`config.mk`:
```
export PLATFORM = sky130hd
export DESIGN_NAME = counter_array_mode_control
export DESIGN_NICKNAME = d
export VERILOG_FILES = /design/src/verilog/counter_array_pkg.sv /design/src/verilog/counter_array_mode_control.sv /design/src/verilog/timebase_prescaler.sv
export VERILOG_INCLUDE_DIRS = /design/src /design/src/verilog
export SDC_FILE = /design/constraint.sdc
export NUM_CORES = 1
export LEC_CHECK = 0
export BUFFER_PORTS_ARGS = -buffer_cell sky130_fd_sc_hd__buf_2
export CAP_MARGIN = 0
export CORE_AREA = 2 2 67 85
export DETAILED_ROUTE_END_ITERATION = 10
export DIE_AREA = 0 0 69 87
export PLACE_DENSITY_LB_ADDON = 0.3
export REMOVE_ABC_BUFFERS = 1
export SYNTH_ARGS = -nofsm -noshare
export SYNTH_HDL_FRONTEND = slang
export SYNTH_SLANG_ARGS = --single-unit
```
`constraint.sdc`:
```
create_clock -name ref_clk -period 1.8 [get_ports ref_clk]
set_input_delay 0.18 -clock ref_clk [delete_from_list [all_inputs] [get_ports ref_clk]]
set_output_delay 0.18 -clock ref_clk [all_outputs]
set_load 0.02 [all_outputs]
```
`src/verilog/counter_array_regs.svh`:
```
// register addresses, field positions, reset values and counts for the counter array
`ifndef COUNTER_ARRAY_REGS_SVH
`define COUNTER_ARRAY_REGS_SVH

// special-function addresses and pages
`define MODE_CTRL_ADDR 8'hD9
`define MODE_CTRL_PAGE 8'h00
`define PWM_CFG_ADDR 8'hD9
`define PWM_CFG_PAGE 8'h0F

// counter_mode_control fields
`define MD_IDLE_SUSPEND 7
`define MD_WDOG_ENABLE 6
`define MD_WDOG_LOCK 5
`define MD_UNUSED 4
`define MD_TB_HI 3
`define MD_TB_LO 1
`define MD_OVF_IRQ_EN 0
`define MD_RESET 8'h40

// pwm_cycle_config fields
`define PWM_RELOAD_SEL 7
`define PWM_COV_IRQ_EN 6
`define PWM_COV_FLAG 5
`define PWM_CLSEL_HI 1
`define PWM_CLSEL_LO 0
`define PWM_RESET 8'h00

// counter wrap point and prescale ratios
`define CNT_ALL_ONES 16'hFFFF
`define DIV_SYSCLK_SLOW 12
`define DIV_SYSCLK_FAST 4
`define DIV_EXT_CLK 8

`endif

```
`src/verilog/counter_array_pkg.sv`:
```
// types shared by the counter array mode-control logic
package counter_array_pkg;

    // counter increment source codes
    typedef enum logic [2:0] {
        TB_SYSCLK_DIV12 = 3'b000,
        TB_SYSCLK_DIV4 = 3'b001,
        TB_TIMER0_OVF = 3'b010,
        TB_EXT_INPUT_FALL = 3'b011,
        TB_SYSCLK = 3'b100,
        TB_EXT_CLK_DIV8 = 3'b101,
        TB_RESERVED_6 = 3'b110,
        TB_RESERVED_7 = 3'b111
    } timebase_t;

    // pwm cycle length codes
    typedef enum logic [1:0] {
        CYC_8BIT = 2'b00,
        CYC_9BIT = 2'b01,
        CYC_10BIT = 2'b10,
        CYC_11BIT = 2'b11
    } cycle_len_t;

endpackage

```
`src/verilog/counter_array_mode_control.sv`:
```
// counter array mode control: mode and pwm config registers, timebase, counter, flags
`timescale 1ns/1ps
`include "counter_array_regs.svh"

module counter_array_mode_control (
    // clock and reset
    input wire logic ref_clk,
    input wire logic nrst,
    // special-function register port
    input wire logic [7:0] sfr_addr,
    input wire logic [7:0] sfr_page,
    input wire logic sfr_wr,
    input wire logic sfr_rd,
    input wire logic [7:0] sfr_wdata,
    output logic [7:0] sfr_rdata,
    // system status and count sources
    input wire logic cpu_idle,
    input wire logic counter_run,
    input wire logic timer0_overflow,
    input wire logic external_count_input,
    input wire logic ext_osc_clk,
    input wire logic overflow_flag_clear,
    // counter state
    output logic [15:0] counter_value,
    output logic counter_overflow_flag,
    output logic counter_overflow_irq,
    output logic cycle_overflow_irq,
    // mode outputs
    output logic watchdog_enable,
    output logic watchdog_lock,
    output counter_array_pkg::timebase_t timebase_select,
    output logic reload_bank_select,
    output counter_array_pkg::cycle_len_t cycle_length_select
);
    import counter_array_pkg::*;

    // register state
    logic idle_suspend_q;
    logic wdog_en_q;
    logic wdog_lock_q;
    timebase_t tb_sel_q;
    logic ovf_irq_en_q;
    logic reload_sel_q;
    logic cov_irq_en_q;
    logic cov_flag_q;
    cycle_len_t cyc_len_q;
    logic [15:0] count_q;
    logic ovf_flag_q;
    logic ovf_irq_q;
    logic cov_irq_q;
    logic [7:0] rdata_q;

    // synchronisers and edge history
    logic eci_s1_q, eci_s2_q, eci_s3_q;
    logic xclk_s1_q, xclk_s2_q, xclk_s3_q;

    // decode and datapath nets
    logic sel_mode;
    logic sel_pwm;
    logic suspend;
    logic step_en;
    logic eci_fall;
    logic xclk_rise;
    logic tick_div12, tick_div4, tick_div8;
    logic tb_tick;
    logic advance;
    logic wrap;
    logic cov_event;

    // page decides which register answers at the shared address
    assign sel_mode = (sfr_addr == `MODE_CTRL_ADDR) && (sfr_page == `MODE_CTRL_PAGE);
    assign sel_pwm = (sfr_addr == `PWM_CFG_ADDR) && (sfr_page == `PWM_CFG_PAGE);

    // mode register: watchdog bits
    always_ff @(posedge ref_clk) begin
        if (!nrst) begin
            wdog_en_q <= 1'(`MD_RESET >> `MD_WDOG_ENABLE);
            wdog_lock_q <= 1'b0;
        end else if (sfr_wr && sel_mode) begin
            // setting the lock also turns the watchdog on
            wdog_lock_q <= wdog_lock_q | sfr_wdata[`MD_WDOG_LOCK];
            if (wdog_lock_q) begin
                wdog_en_q <= 1'b1;
            end else begin
                wdog_en_q <= sfr_wdata[`MD_WDOG_ENABLE] | sfr_wdata[`MD_WDOG_LOCK];
            end
        end
    end

    // mode register: fields frozen while the watchdog runs
    always_ff @(posedge ref_clk) begin
        if (!nrst) begin
            idle_suspend_q <= 1'b0;
            tb_sel_q <= TB_SYSCLK_DIV12;
            ovf_irq_en_q <= 1'b0;
        end else if (sfr_wr && sel_mode && !wdog_en_q) begin
            idle_suspend_q <= sfr_wdata[`MD_IDLE_SUSPEND];
            tb_sel_q <= timebase_t'(sfr_wdata[`MD_TB_HI:`MD_TB_LO]);
            ovf_irq_en_q <= sfr_wdata[`MD_OVF_IRQ_EN];
        end
    end

    // pwm config register; unused bits 4..2 are not stored
    always_ff @(posedge ref_clk) begin
        if (!nrst) begin
            reload_sel_q <= 1'b0;
            cov_irq_en_q <= 1'b0;
            cyc_len_q <= CYC_8BIT;
        end else if (sfr_wr && sel_pwm) begin
            reload_sel_q <= sfr_wdata[`PWM_RELOAD_SEL];
            cov_irq_en_q <= sfr_wdata[`PWM_COV_IRQ_EN];
            cyc_len_q <= cycle_len_t'(sfr_wdata[`PWM_CLSEL_HI:`PWM_CLSEL_LO]);
        end
    end

    // cycle overflow flag: hardware set wins over a software clear
    always_ff @(posedge ref_clk) begin
        if (!nrst) begin
            cov_flag_q <= 1'b0;
        end else if (cov_event) begin
            cov_flag_q <= 1'b1;
        end else if (sfr_wr && sel_pwm) begin
            cov_flag_q <= sfr_wdata[`PWM_COV_FLAG];
        end
    end

    // two-stage synchronisers plus one history stage for edges
    always_ff @(posedge ref_clk) begin
        if (!nrst) begin
            eci_s1_q <= 1'b1;
            eci_s2_q <= 1'b1;
            eci_s3_q <= 1'b1;
            xclk_s1_q <= 1'b0;
            xclk_s2_q <= 1'b0;
            xclk_s3_q <= 1'b0;
        end else begin
            eci_s1_q <= external_count_input;
            eci_s2_q <= eci_s1_q;
            eci_s3_q <= eci_s2_q;
            xclk_s1_q <= ext_osc_clk;
            xclk_s2_q <= xclk_s1_q;
            xclk_s3_q <= xclk_s2_q;
        end
    end

    // edges seen only after the second stage
    assign eci_fall = eci_s3_q && !eci_s2_q;
    assign xclk_rise = xclk_s2_q && !xclk_s3_q;

    // idle suspend freezes prescalers and counter alike
    assign suspend = idle_suspend_q && cpu_idle;
    assign step_en = counter_run && !suspend;

    // prescalers for the divided sources
    timebase_prescaler #(.DIV(`DIV_SYSCLK_SLOW)) u_div12 (
        .ref_clk(ref_clk),
        .nrst(nrst),
        .step(step_en),
        .tick(tick_div12)
    );
    timebase_prescaler #(.DIV(`DIV_SYSCLK_FAST)) u_div4 (
        .ref_clk(ref_clk),
        .nrst(nrst),
        .step(step_en),
        .tick(tick_div4)
    );
    timebase_prescaler #(.DIV(`DIV_EXT_CLK)) u_div8 (
        .ref_clk(ref_clk),
        .nrst(nrst),
        .step(step_en && xclk_rise),
        .tick(tick_div8)
    );

    // timebase source mux
    always_comb begin
        unique case (tb_sel_q)
            TB_SYSCLK_DIV12: tb_tick = tick_div12;
            TB_SYSCLK_DIV4: tb_tick = tick_div4;
            TB_TIMER0_OVF: tb_tick = timer0_overflow;
            TB_EXT_INPUT_FALL: tb_tick = eci_fall;
            TB_SYSCLK: tb_tick = 1'b1;
            TB_EXT_CLK_DIV8: tb_tick = tick_div8;
            TB_RESERVED_6, TB_RESERVED_7: tb_tick = 1'b0;
        endcase
    end

    assign advance = step_en && tb_tick;
    assign wrap = advance && (count_q == `CNT_ALL_ONES);

    // cycle overflow from the low 8..11 bits rolling over
    always_comb begin
        unique case (cyc_len_q)
            CYC_8BIT: cov_event = advance && (&count_q[7:0]);
            CYC_9BIT: cov_event = advance && (&count_q[8:0]);
            CYC_10BIT: cov_event = advance && (&count_q[9:0]);
            CYC_11BIT: cov_event = advance && (&count_q[10:0]);
        endcase
    end

    // sixteen-bit counter
    always_ff @(posedge ref_clk) begin
        if (!nrst) begin
            count_q <= 16'h0000;
        end else if (advance) begin
            count_q <= count_q + 16'h0001;
        end
    end

    // overflow flag: set on wrap, cleared by software, set wins
    always_ff @(posedge ref_clk) begin
        if (!nrst) begin
            ovf_flag_q <= 1'b0;
        end else if (wrap) begin
            ovf_flag_q <= 1'b1;
        end else if (overflow_flag_clear) begin
            ovf_flag_q <= 1'b0;
        end
    end

    // masked interrupt requests
    always_ff @(posedge ref_clk) begin
        if (!nrst) begin
            ovf_irq_q <= 1'b0;
            cov_irq_q <= 1'b0;
        end else begin
            ovf_irq_q <= ovf_flag_q && ovf_irq_en_q;
            cov_irq_q <= cov_flag_q && cov_irq_en_q;
        end
    end

    // registered read data; unused bits forced to zero
    always_ff @(posedge ref_clk) begin
        if (!nrst) begin
            rdata_q <= 8'h00;
        end else if (sfr_rd && sel_mode) begin
            rdata_q <= {idle_suspend_q, wdog_en_q, wdog_lock_q, 1'b0, tb_sel_q, ovf_irq_en_q};
        end else if (sfr_rd && sel_pwm) begin
            rdata_q <= {reload_sel_q, cov_irq_en_q, cov_flag_q, 3'b000, cyc_len_q};
        end else begin
            rdata_q <= 8'h00;
        end
    end

    // outputs straight from flip-flops
    assign sfr_rdata = rdata_q;
    assign counter_value = count_q;
    assign counter_overflow_flag = ovf_flag_q;
    assign counter_overflow_irq = ovf_irq_q;
    assign cycle_overflow_irq = cov_irq_q;
    assign watchdog_enable = wdog_en_q;
    assign watchdog_lock = wdog_lock_q;
    assign timebase_select = tb_sel_q;
    assign reload_bank_select = reload_sel_q;
    assign cycle_length_select = cyc_len_q;
endmodule

```
`src/verilog/timebase_prescaler.sv`:
```
// divide-by-n prescaler giving one tick per n input steps
`timescale 1ns/1ps

module timebase_prescaler #(
    parameter int DIV = 12
) (
    // clock and reset
    input wire logic ref_clk,
    input wire logic nrst,
    // step in, tick out
    input wire logic step,
    output logic tick
);
    localparam int CW = (DIV > 2) ? $clog2(DIV) : 1;
    localparam logic [CW-1:0] LAST = CW'(DIV - 1);

    logic [CW-1:0] cnt_q;

    // wrap counter, advances only on a step
    always_ff @(posedge ref_clk) begin
        if (!nrst) begin
            cnt_q <= '0;
        end else if (step) begin
            cnt_q <= (cnt_q == LAST) ? '0 : cnt_q + CW'(1);
        end
    end

    // tick on the step that closes a group
    assign tick = step && (cnt_q == LAST);
endmodule

```
==> results of run 1 <==
[what timing repair did]
action	CTS	global route
setup endpoints to repair	17	17
hold endpoints to repair	0	0
pin swaps	20	10
resized for setup	23	6
buffers inserted	7	2
[cell usage after synthesis, types with 2 or more instances]
cell	instances	share of area [%]
nor3_1	3	0.66
buf_1	3	0.49
nand2_1	28	4.6
nand3_1	15	3.3
and2_1	8	2.2
nor4_1	2	0.55
nor2_1	18	3.0
or4_1	5	1.6
o21ai_0	15	3.3
nand4_1	8	2.2
o31ai_1	3	0.98
a211oi_1	2	0.66
nor4bb_1	2	0.88
or2_2	2	0.55
or3_1	8	2.2
o211ai_1	2	0.66
ha_1	6	3.3
nand3b_1	3	0.98
and3_1	4	1.1
nand2b_1	4	1.1
mux2i_1	7	3.1
inv_1	4	0.66
dfxtp_1	53	46
a22o_1	4	1.5
a21oi_1	17	3.7
a22oi_1	2	0.66
clkbuf_1	4	0.66
xor2_1	2	0.77
[critical path: stages (launching register included)]
cell and delay [ns]:
dfxtp_2 0.36, ha_4 0.14, ha_4 0.12, nand3b_1 0.11, a311oi_4 0.32, buf_4 0.17
nand3_4 0.11, or4_4 0.50, a21oi_2 0.12
[power groups by stage]
stage | clock (mW) | sequential (mW) | combinational (mW)
finish | 0.814 | 1.19 | 0.132
global route | 0.876 | 1.19 | 0.146
CTS | 0.831 | 1.19 | 0.132
detailed placement | 0 | 1.22 | 0.127
global placement | 0 | 1.22 | 0.123
floorplan | 0 | 1.22 | 0.0451
[logic make-up (layout without fill, tap and decap cells)]
| group | after synthesis | count (layout) | synth area share [%] |
|---|---|---|---|
| flops | 53 | 53 | 46.4 |
| xor+xnor | 3 | 3 | 1.15 |
| mux | 7 | 7 | 3.06 |
| compound gates | 53 | 53 | 15.4 |
| fa+ha+maj | 6 | 6 | 3.28 |
| other cells | 1 | 1 | 0.164 |
| buf+inv | 13 | 121 | 2.35 |
| simple gates | 116 | 116 | 28.2 |
[registers in the layout, summed over array words and instances, names as in the netlist, 2 cells and up]
register             count
cycle_length_select      2
counter_value           16
timebase_select          3
sfr_rdata                7
u_div4.cnt_q             2
u_div8.cnt_q             3
u_div12.cnt_q            4
[cell type report]
type	count	area [um^2]
Sequential cell	53	1060
Tap cell	64	80.1
Clock inverter	2	38.8
Inverter	4	15.0
Fill cell	457	2010
Multi-Input combinational cell	186	1300
Timing Repair Buffer	109	677
Clock buffer	6	72.6
[layer usage]
metal | part of all wire, % | global-route usage, %
met1 | 44 | 22.0
met2 | 51 | 35.9
met3 | 3.6 | 3.82
met4 | 1.6 | 5.88
met5 | 0 | 0
[how the worst max path moves through the flow]
| stage | end | cells after the start | slack (ns) | from |
|---|---|---|---|---|
| after global routing | counter_value[3] | 9 | -0.27 | u_div8.cnt_q[0] |
| after floorplan | counter_value[5] | 7 | -0.28 | u_div8.cnt_q[0] |
| after detailed placement | counter_value[7] | 7 | -0.27 | u_div8.cnt_q[1] |
| after global placement | counter_value[5] | 7 | -0.19 | u_div8.cnt_q[0] |
| after CTS | counter_value[5] | 8 | -0.18 | u_div8.cnt_q[1] |
| final | counter_value[5] | 8 | -0.21 | u_div8.cnt_q[0] |
[stage by stage]
stage	std cells	hold slack [ns]	setup TNS, ns	utilization [%]
finish	424	0.0419	-2.20	61.7
global route	424	0.0304	-3.58	61.7
CTS	423	0.0358	-1.56	61.0
detailed placement	408	0.367	-2.85	55.6
global placement	408	0.359	-1.70	55.6
floorplan	243	0.242	-1.67	-
==> flow_summary.yaml, run 1 <==
cells_and_area:
  synthToLayoutAreaGrowth_pct: 41.8
  drive_gt1_share_pct: 38.6
  final_nets: 399
  final_common_cell: "buf_2"
  finalInstanceArea_mm2: 0.00324
  diodes: 0
  most-common-layout-cells: "buf_2 (66), dfxtp_1 (51), buf_4 (39), nand2_1 (28), nor2_1 (18)"
logic_synthesis:
  synth_ff_type: "dfxtp_1"
  ys_ff_latch: 53
  synth-async-reset-ratio_pct: 0
  synthDistinctLibCells: 46
  yosys_warnings: 0
  syn_avg_cell_area_um2: 9.08
  synth_area_mm2: 0.00229
  ys_seq_area_share_pct: 46.4
  synth_edf_count: 0
  syn-instance-count: 252
floorplanning:
  coreArea_mm2: 0.00526
  io-pin-count: 69
  rows: 30
  die_h_um: 87
  design.die.area_mm2: 0.00600
  die_w_um: 69
  initial_utilization_pct: 43.5
outcome:
  failed_checks: "setup timing"
  status: "complete, but fails checks"
global_route:
  first_global_vias: 2109
  antenna_found_initial: 0
  gr-total-overflow: 0
  grt_start_max_net_pins: 18
  track_usage_pct: 19.2
  grt_pass1_wl_mm: 9.36
sta:
  fmax_mhz: 497
  timing.final.crit_share_pct: 112
  slew_viol_final: 0
  setup_slack_ns: -0.210
  hold_viol: 0
  finalSetupViolCount: 17
  clock_skew_ns: 0.00982
  min_period_ns: 2.01
  rsz0062_at_grt: "yes"
power_and_ir_drop:
  p_int_mw: 1.67
  p_switching_mw: 0.469
  power_frac_seq_pct: 55.7
  ir_drop_v: 0.000462
  powerDensity_mw_per_mm2: 659
  clkPwrFrac_pct: 38.1
  switching_share_pct: 21.9
  total_power_mw: 2.14
  leakage_nw: 1.43
  combinationalPowerShare_pct: 6.2
setup_path:
  cp-start-kind: "register"
  crit_type: "reg -> reg"
  worst_ep_required_time_ns: 2.04
  end_kind: "register"
  r2r-end: "counter_value[5]"
  crit_arrival_ns: 2.25
  rrSetupSlack_ns: -0.21
  r2r_start: "u_div8.cnt_q[0]"
  ff2ff_path_depth: 8
  path_max_fanout: 7
routing:
  drtPass1Iterations: 4
  totalWireLength_mm: 5.88
  postRouteAntennaNets: 0
  vias: 2225
  drc: 0
  routedWlPerCell_um: 13.9
  drt_iter0_markers: 60
  viasPerCell: 5.25
clock_tree:
  cts_root_buffer: "clkbuf_8"
  cts_hold_buffers: 0
  clk_latency_ns: 0.31
  numCtsBuffers: 5
  clk_pin_slew_ns: 0.10
  cts_tree: "built"
  cts.htree.levels: 2
  clockBufferDepth: 2
  cts_sinks: 53
placed_design:
  pre_cts_slack_ns: -0.270
  dp_hpwl_mm: 4.08
  port_buffers: 66
  placed_area_mm2: 0.00292
  place_congestion: 0.824
worst_hold_path:
  hp-start: "overflow_flag_clear"
  holdPathEnd: "counter_overflow_flag"
  hold_class: "in -> reg"
  holdPathStages: 2
run:
  cap_violations: 0
No activity file was read; power rests on OpenSTA's default activity.
==> run 2, diff against run 1 <==
ABC_AREA = 1   (was default)
CORE_AREA = 2 2 78 80   (was 2 2 67 85)
DIE_AREA = 0 0 80 82   (was 0 0 69 87)
MAX_ROUTING_LAYER = met4   (was default)
==> run 2 against run 1 <==
Against the previous run:
- die area rose by 9.3%
- via count up 10%
- design area decreased by 5.7%
- the flow now finishes without violations
- core utilization shrank 8.5 points
- largest cell class unchanged
- combinational power shrank 15%
- non-clock buffer count shrank 34
==> flow_summary.yaml, run 2 <==
routing:
  viasPerCell: 4.90
  routedWlPerCell_um: 11.5
  drc: 0
  totalWireLength_mm: 5.78
  vias: 2457
  drtPass1Iterations: 4
  drt_iter0_markers: 85
  postRouteAntennaNets: 0
clock_tree:
  clk_pin_slew_ns: 0.09
  cts_tree: "built"
  cts_root_buffer: "clkbuf_8"
  clockBufferDepth: 2
  cts_sinks: 53
  numCtsBuffers: 5
  post-cts-setup-buffers: 0
  cts.htree.levels: 2
  clk_latency_ns: 0.31
placed_design:
  dp_hpwl_mm: 4.41
  port_buffers: 66
  placed_area_mm2: 0.00294
  place_congestion: 0.838
  pre_cts_slack_ns: 0.131
sta:
  slew_viol_final: 0
  hold_viol: 0
  timing.final.crit_share_pct: 89.5
  clock_skew_ns: 0.0104
  finalSetupTns_ns: 0
  rsz0062_at_grt: "no"
  finalSetupViolCount: 0
  setup_slack_ns: 0.189
  fmax_mhz: 621
  whs_ns: 0.0555
  min_period_ns: 1.61
logic_synthesis:
  synth_top_cell_by_area: "dfxtp_1"
  synth_most_common_cell: "nand2_1"
  synth-compound-area-share_pct: 11.5
  synth-async-reset-ratio_pct: 0
  synth_xor_area_share_pct: 3.49
  synth_top_family_by_area: "simple AND/OR/NAND/NOR gates"
  synth_mux_area_share_pct: 0
  synthDistinctLibCells: 27
  ys_seq_area_share_pct: 42.3
  synth-simple-area-share_pct: 31.6
  synthTopCellsByCount: "nand2_1 (70), nor2_1 (58), dfxtp_1 (53)"
  ys_ff_latch: 53
  synth_edf_count: 0
  yosysTopAreaCellShare_pct: 42.3
  synth_fa_ha_area_share_pct: 3.00
  synth_ff_type: "dfxtp_1"
  syn-instance-count: 352
  synth_area_mm2: 0.00251
  yosys_warnings: 0
  syn_avg_cell_area_um2: 7.12
  synthTopCellsByArea: "dfxtp_1 (42%), nand2_1 (10%), nor2_1 (8.7%)"
setup_path:
  worst_ep_required_time_ns: 2.06
  crit_type: "reg -> reg"
  path_max_fanout: 15
  crit_path_max_incr_delay_ns: 0.39
  cpMaxStageDelayCell: "dfxtp_1"
  cp.buffers_inverters: 3
  ff2ff_path_depth: 10
  cpMostUsedCell: "inv_1"
  end_kind: "register"
  cp-start-kind: "register"
  rrSetupSlack_ns: 0.19
  crit_chain: "ha_1 -> inv_1 -> nor3_4 -> nand2_2 -> a21oi_4 -> buf_4 -> nand3_1 -> o21ai_0 -> nand2_1 -> inv_1"
  cp_top_family: "simple AND/OR/NAND/NOR gates"
  r2r-end: "counter_overflow_flag"
  r2r_start: "u_div12.cnt_q[0]"
  crit_arrival_ns: 1.87
worst_hold_path:
  holdPathEnd: "xclk_s1_q"
  hp-start: "ext_osc_clk"
  hold_class: "in -> reg"
  holdPathStages: 3
global_route:
  grt_pass1_wl_mm: 9.27
  gr-total-overflow: 0
  grt_start_max_net_pins: 18
  track_usage_pct: 18.3
  first_global_vias: 2220
  antenna_found_initial: 0
cells_and_area:
  fill_cells: 601
  finalInstanceArea_mm2: 0.00306
  diodes: 0
  drive_gt1_share_pct: 21.8
  synthToLayoutAreaGrowth_pct: 22.1
  most-common-layout-cells: "nand2_1 (70), buf_2 (66), nor2_1 (58), dfxtp_1 (52), inv_1 (36)"
  largest_reg_flops: 16
  final_nets: 465
  final_common_cell: "nand2_1"
floorplanning:
  io-pin-count: 69
  design.die.area_mm2: 0.00656
  coreArea_mm2: 0.00575
  die_w_um: 80
  initial_utilization_pct: 43.6
  die_h_um: 82
  rows: 28
run:
  cap_violations: 0
power_and_ir_drop:
  leakage_nw: 1.40
  ir_drop_v: 0.000324
  powerDensity_mw_per_mm2: 692
outcome:
  status: "completed"
## run 2: timing repair
item,4_1_cts,5_1_grt
setup endpoints to repair,0,4
resized for setup,0,2
hold buffers,0,0
## run 2: worst register-to-register path, delay by kind of cell, from the launching register on
family                   cells  cell delay, ns
adder cells (fa/ha/maj)      1            0.19
flip-flops                   1            0.39
AO/OA/AOI/OAI                2            0.24
buffers and inverters        3            0.34
AND/OR/NAND/NOR              4            0.41
## run 2: layer usage
| metal | up-vias | GRT usage, % | routed length [um] |
|---|---|---|---|
| li1 | 1284 | - | - |
| met1 | 1101 | 21.6 | 2710 |
| met2 | 64 | 31.3 | 2680 |
| met3 | 8 | 3.85 | 294 |
| met4 | 0 | 5.93 | 94 |
| met5 | - | - | 0 |
## run 2: cells by family (layout without fill, tap and decap cells)
kind of cell | after synthesis | after routing
buf+inv | 47 | 121
other cells | 1 | 1
compound gates | 52 | 52
simple gates | 183 | 183
fa+ha+maj | 6 | 6
xor+xnor | 10 | 10
flops | 53 | 53
## run 2: area by class of cell
type / count / area [um^2] / share of cell area, %
well taps: 75 / 93.8 / 3.07
repair buffers: 75 / 398 / 13.0
inverters: 38 / 143 / 4.66
clock buffers: 6 / 72.6 / 2.37
multi-input cells: 252 / 1250 / 40.9
flip-flops and latches: 53 / 1060 / 34.7
clock inverters: 2 / 38.8 / 1.27
## run 2: worst max path at each step
stage                           startpoint               endpoint  slack, ns  depth (start not counted)
after floorplan           counter_value[0]             cov_flag_q       0.07                         12
after global placement     u_div8.cnt_q[0]       counter_value[8]       0.16                         10
after detailed placement   u_div8.cnt_q[0]       counter_value[1]       0.13                         10
after CTS                  u_div8.cnt_q[0]       counter_value[1]       0.12                         10
after global routing      counter_value[1]             cov_flag_q       0.03                         12
final                     u_div12.cnt_q[0]  counter_overflow_flag       0.19                         10
## run 2: power breakdown
| part | internal [mW] | switching, mW | leakage (nW) | total (mW) |
|---|---|---|---|---|
| clock | 0.418 | 0.391 | 0.0554 | 0.809 |
| sequential | 1.19 | 0.00867 | 0.430 | 1.20 |
| combinational | 0.0492 | 0.0633 | 0.917 | 0.112 |
| total | 1.65 | 0.463 | 1.40 | 2.12 |
## run 2: stage by stage
stage | util, % | instances | power [mW]
2_1_floorplan | - | 343 | 1.27
3_3_place_gp | 51.2 | 493 | 1.33
3_5_place_dp | 51.2 | 493 | 1.33
4_1_cts | 53.1 | 501 | 2.14
5_1_grt | 53.2 | 501 | 2.20
6_report | 53.2 | 501 | 2.12
==> run 3, diff against run 2 <==
PLACE_DENSITY = 0.71   (was default)
PLACE_DENSITY_LB_ADDON = default   (was 0.3)
==> run 3 against run 2 <==
Against the previous run:
- setup slack lost 0.096 ns
- critical path type unchanged
- flip-flop and latch count is the same
- global-route usage grew 0.74 points
- cell count grew 0.80%
- sequential share of layout area shrank 0.44 points
- via count grew 3.3%
- design area grew 2.2%
- highest routed layer unchanged
- fmax shrank 5.6%
- routed wire length grew 7.2%
- critical endpoint is now counter_value[13]
==> flow_summary.yaml, run 3 (synthesized netlist as in run 2, its figures left out) <==
routing:
  vias: 2538
  drtPass1Iterations: 4
  postRouteAntennaNets: 0
  totalWireLength_mm: 6.20
  viasPerCell: 5.03
  drc: 0
  drt_iter0_markers: 116
  routedWlPerCell_um: 12.3
power_and_ir_drop:
  leakage_nw: 1.42
  ir_drop_v: 0.000397
  powerDensity_mw_per_mm2: 640
sta:
  slew_viol_final: 0
  clock_skew_ns: 0.00822
  rsz0062_at_grt: "no"
  hold_viol: 0
  fmax_mhz: 586
  timing.final.crit_share_pct: 94.8
  finalSetupViolCount: 0
  min_period_ns: 1.71
  finalSetupTns_ns: 0
  whs_ns: 0.0605
cells_and_area:
  final_nets: 470
  diodes: 0
  largest_reg_flops: 16
  final_common_cell: "nand2_1"
  most-common-layout-cells: "nand2_1 (70), buf_2 (66), nor2_1 (57), dfxtp_1 (50), inv_1 (36)"
  fin_util_pct: 54.4
  drive_gt1_share_pct: 24.0
  fill_cells: 563
  synthToLayoutAreaGrowth_pct: 24.8
clock_tree:
  cts.htree.levels: 2
  cts_tree: "built"
  cts_root_buffer: "clkbuf_8"
  clk_pin_slew_ns: 0.09
  numCtsBuffers: 5
  clk_latency_ns: 0.30
  cts_sinks: 53
  clockBufferDepth: 2
  cts_hold_buffers: 0
setup_path:
  crit_type: "reg -> reg"
  path_max_fanout: 9
  crit_arrival_ns: 1.90
  end_kind: "register"
  cp-start-kind: "register"
  worst_ep_required_time_ns: 1.99
global_route:
  grt_pass1_wl_mm: 9.66
  antenna_found_initial: 0
  first_global_vias: 2289
  gr-total-overflow: 0
  track_usage_pct: 19.1
  grt_start_max_net_pins: 18
floorplanning:
  die_w_um: 80
  die_h_um: 82
  rows: 28
  coreArea_mm2: 0.00575
  initial_utilization_pct: 43.6
  design.die.area_mm2: 0.00656
  io-pin-count: 69
placed_design:
  dp_hpwl_mm: 4.49
  place_congestion: 0.863
  port_buffers: 66
run:
  cap_violations: 0
worst_hold_path:
  hold_class: "in -> reg"
outcome:
  status: "completed"
==> run 3: changes by cell type in the layout (fill, tap and decap cells not counted), sizes merged <==
| cell | previous run | this run |
|---|---|---|
| clkinv | 1 | 0 |
| bufinv | 1 | 0 |
| clkinvlp | 0 | 1 |
| clkbuf | 6 | 7 |
| buf | 75 | 79 |
==> run 3: critical path: stages (launching register included) <==
cell and delay [ns]:
dfxtp_4 0.38, ha_4 0.13, inv_1 0.07, nor3_4 0.24, nand2_2 0.10, a21oi_4 0.26, nand2_4 0.13, buf_4 0.18
nand2_1 0.05, a21oi_1 0.06
==> run 3: repair_timing <==
item / 4_1_cts / 5_1_grt
resized for setup: 0 / 14
endpoints found under the setup margin: 0 / 6
setup buffers: 0 / 5
endpoints found under the hold margin: 0 / 0
==> run 3: metal layers <==
layer / wire length, um / part of all wire (%) / GRT usage, %
met5: 0 / 0 / -
met4: 46 / 0.74 / 5.93
met3: 307 / 4.9 / 4.07
met2: 3120 / 50 / 32.6
met1: 2730 / 44 / 22.6
==> run 3: final cells by class <==
cell class	instances	area, um^2	share of cell area (%)
clock buffers	6	82.6	2.64
inverters	38	143	4.56
clock inverters	1	7.51	0.240
flip-flops and latches	53	1070	34.3
repair buffers	80	460	14.7
multi-input cells	252	1270	40.6
well taps	75	93.8	3.00
==> run 3: where the power goes <==
group          leakage [nW]  internal, mW  switching, mW
registers             0.431          1.18        0.00994
logic                 0.942        0.0514         0.0652
clock network        0.0433         0.305          0.386
==> run 3: final timing paths <==
kind	start	to	slack, ns	cells past startpoint
min reg2reg	xclk_s1_q	xclk_s2_q	0.42	2
max reg2reg	u_div12.cnt_q[1]	counter_value[13]	0.09	9
max	u_div12.cnt_q[1]	counter_value[13]	0.09	9
min	external_count_input	eci_s1_q	0.06	2
==> run 3: stage by stage <==
stage	power, mW	area (um^2)	cells	worst slack, ns
6_report	2.00	3130	505	0.0934
2_1_floorplan	1.27	2450	343	0.0702
4_1_cts	2.01	3020	499	0.0885
5_1_grt	2.09	3130	505	0.00112
3_5_place_dp	1.33	2930	492	0.111
3_3_place_gp	1.33	2930	492	0.157
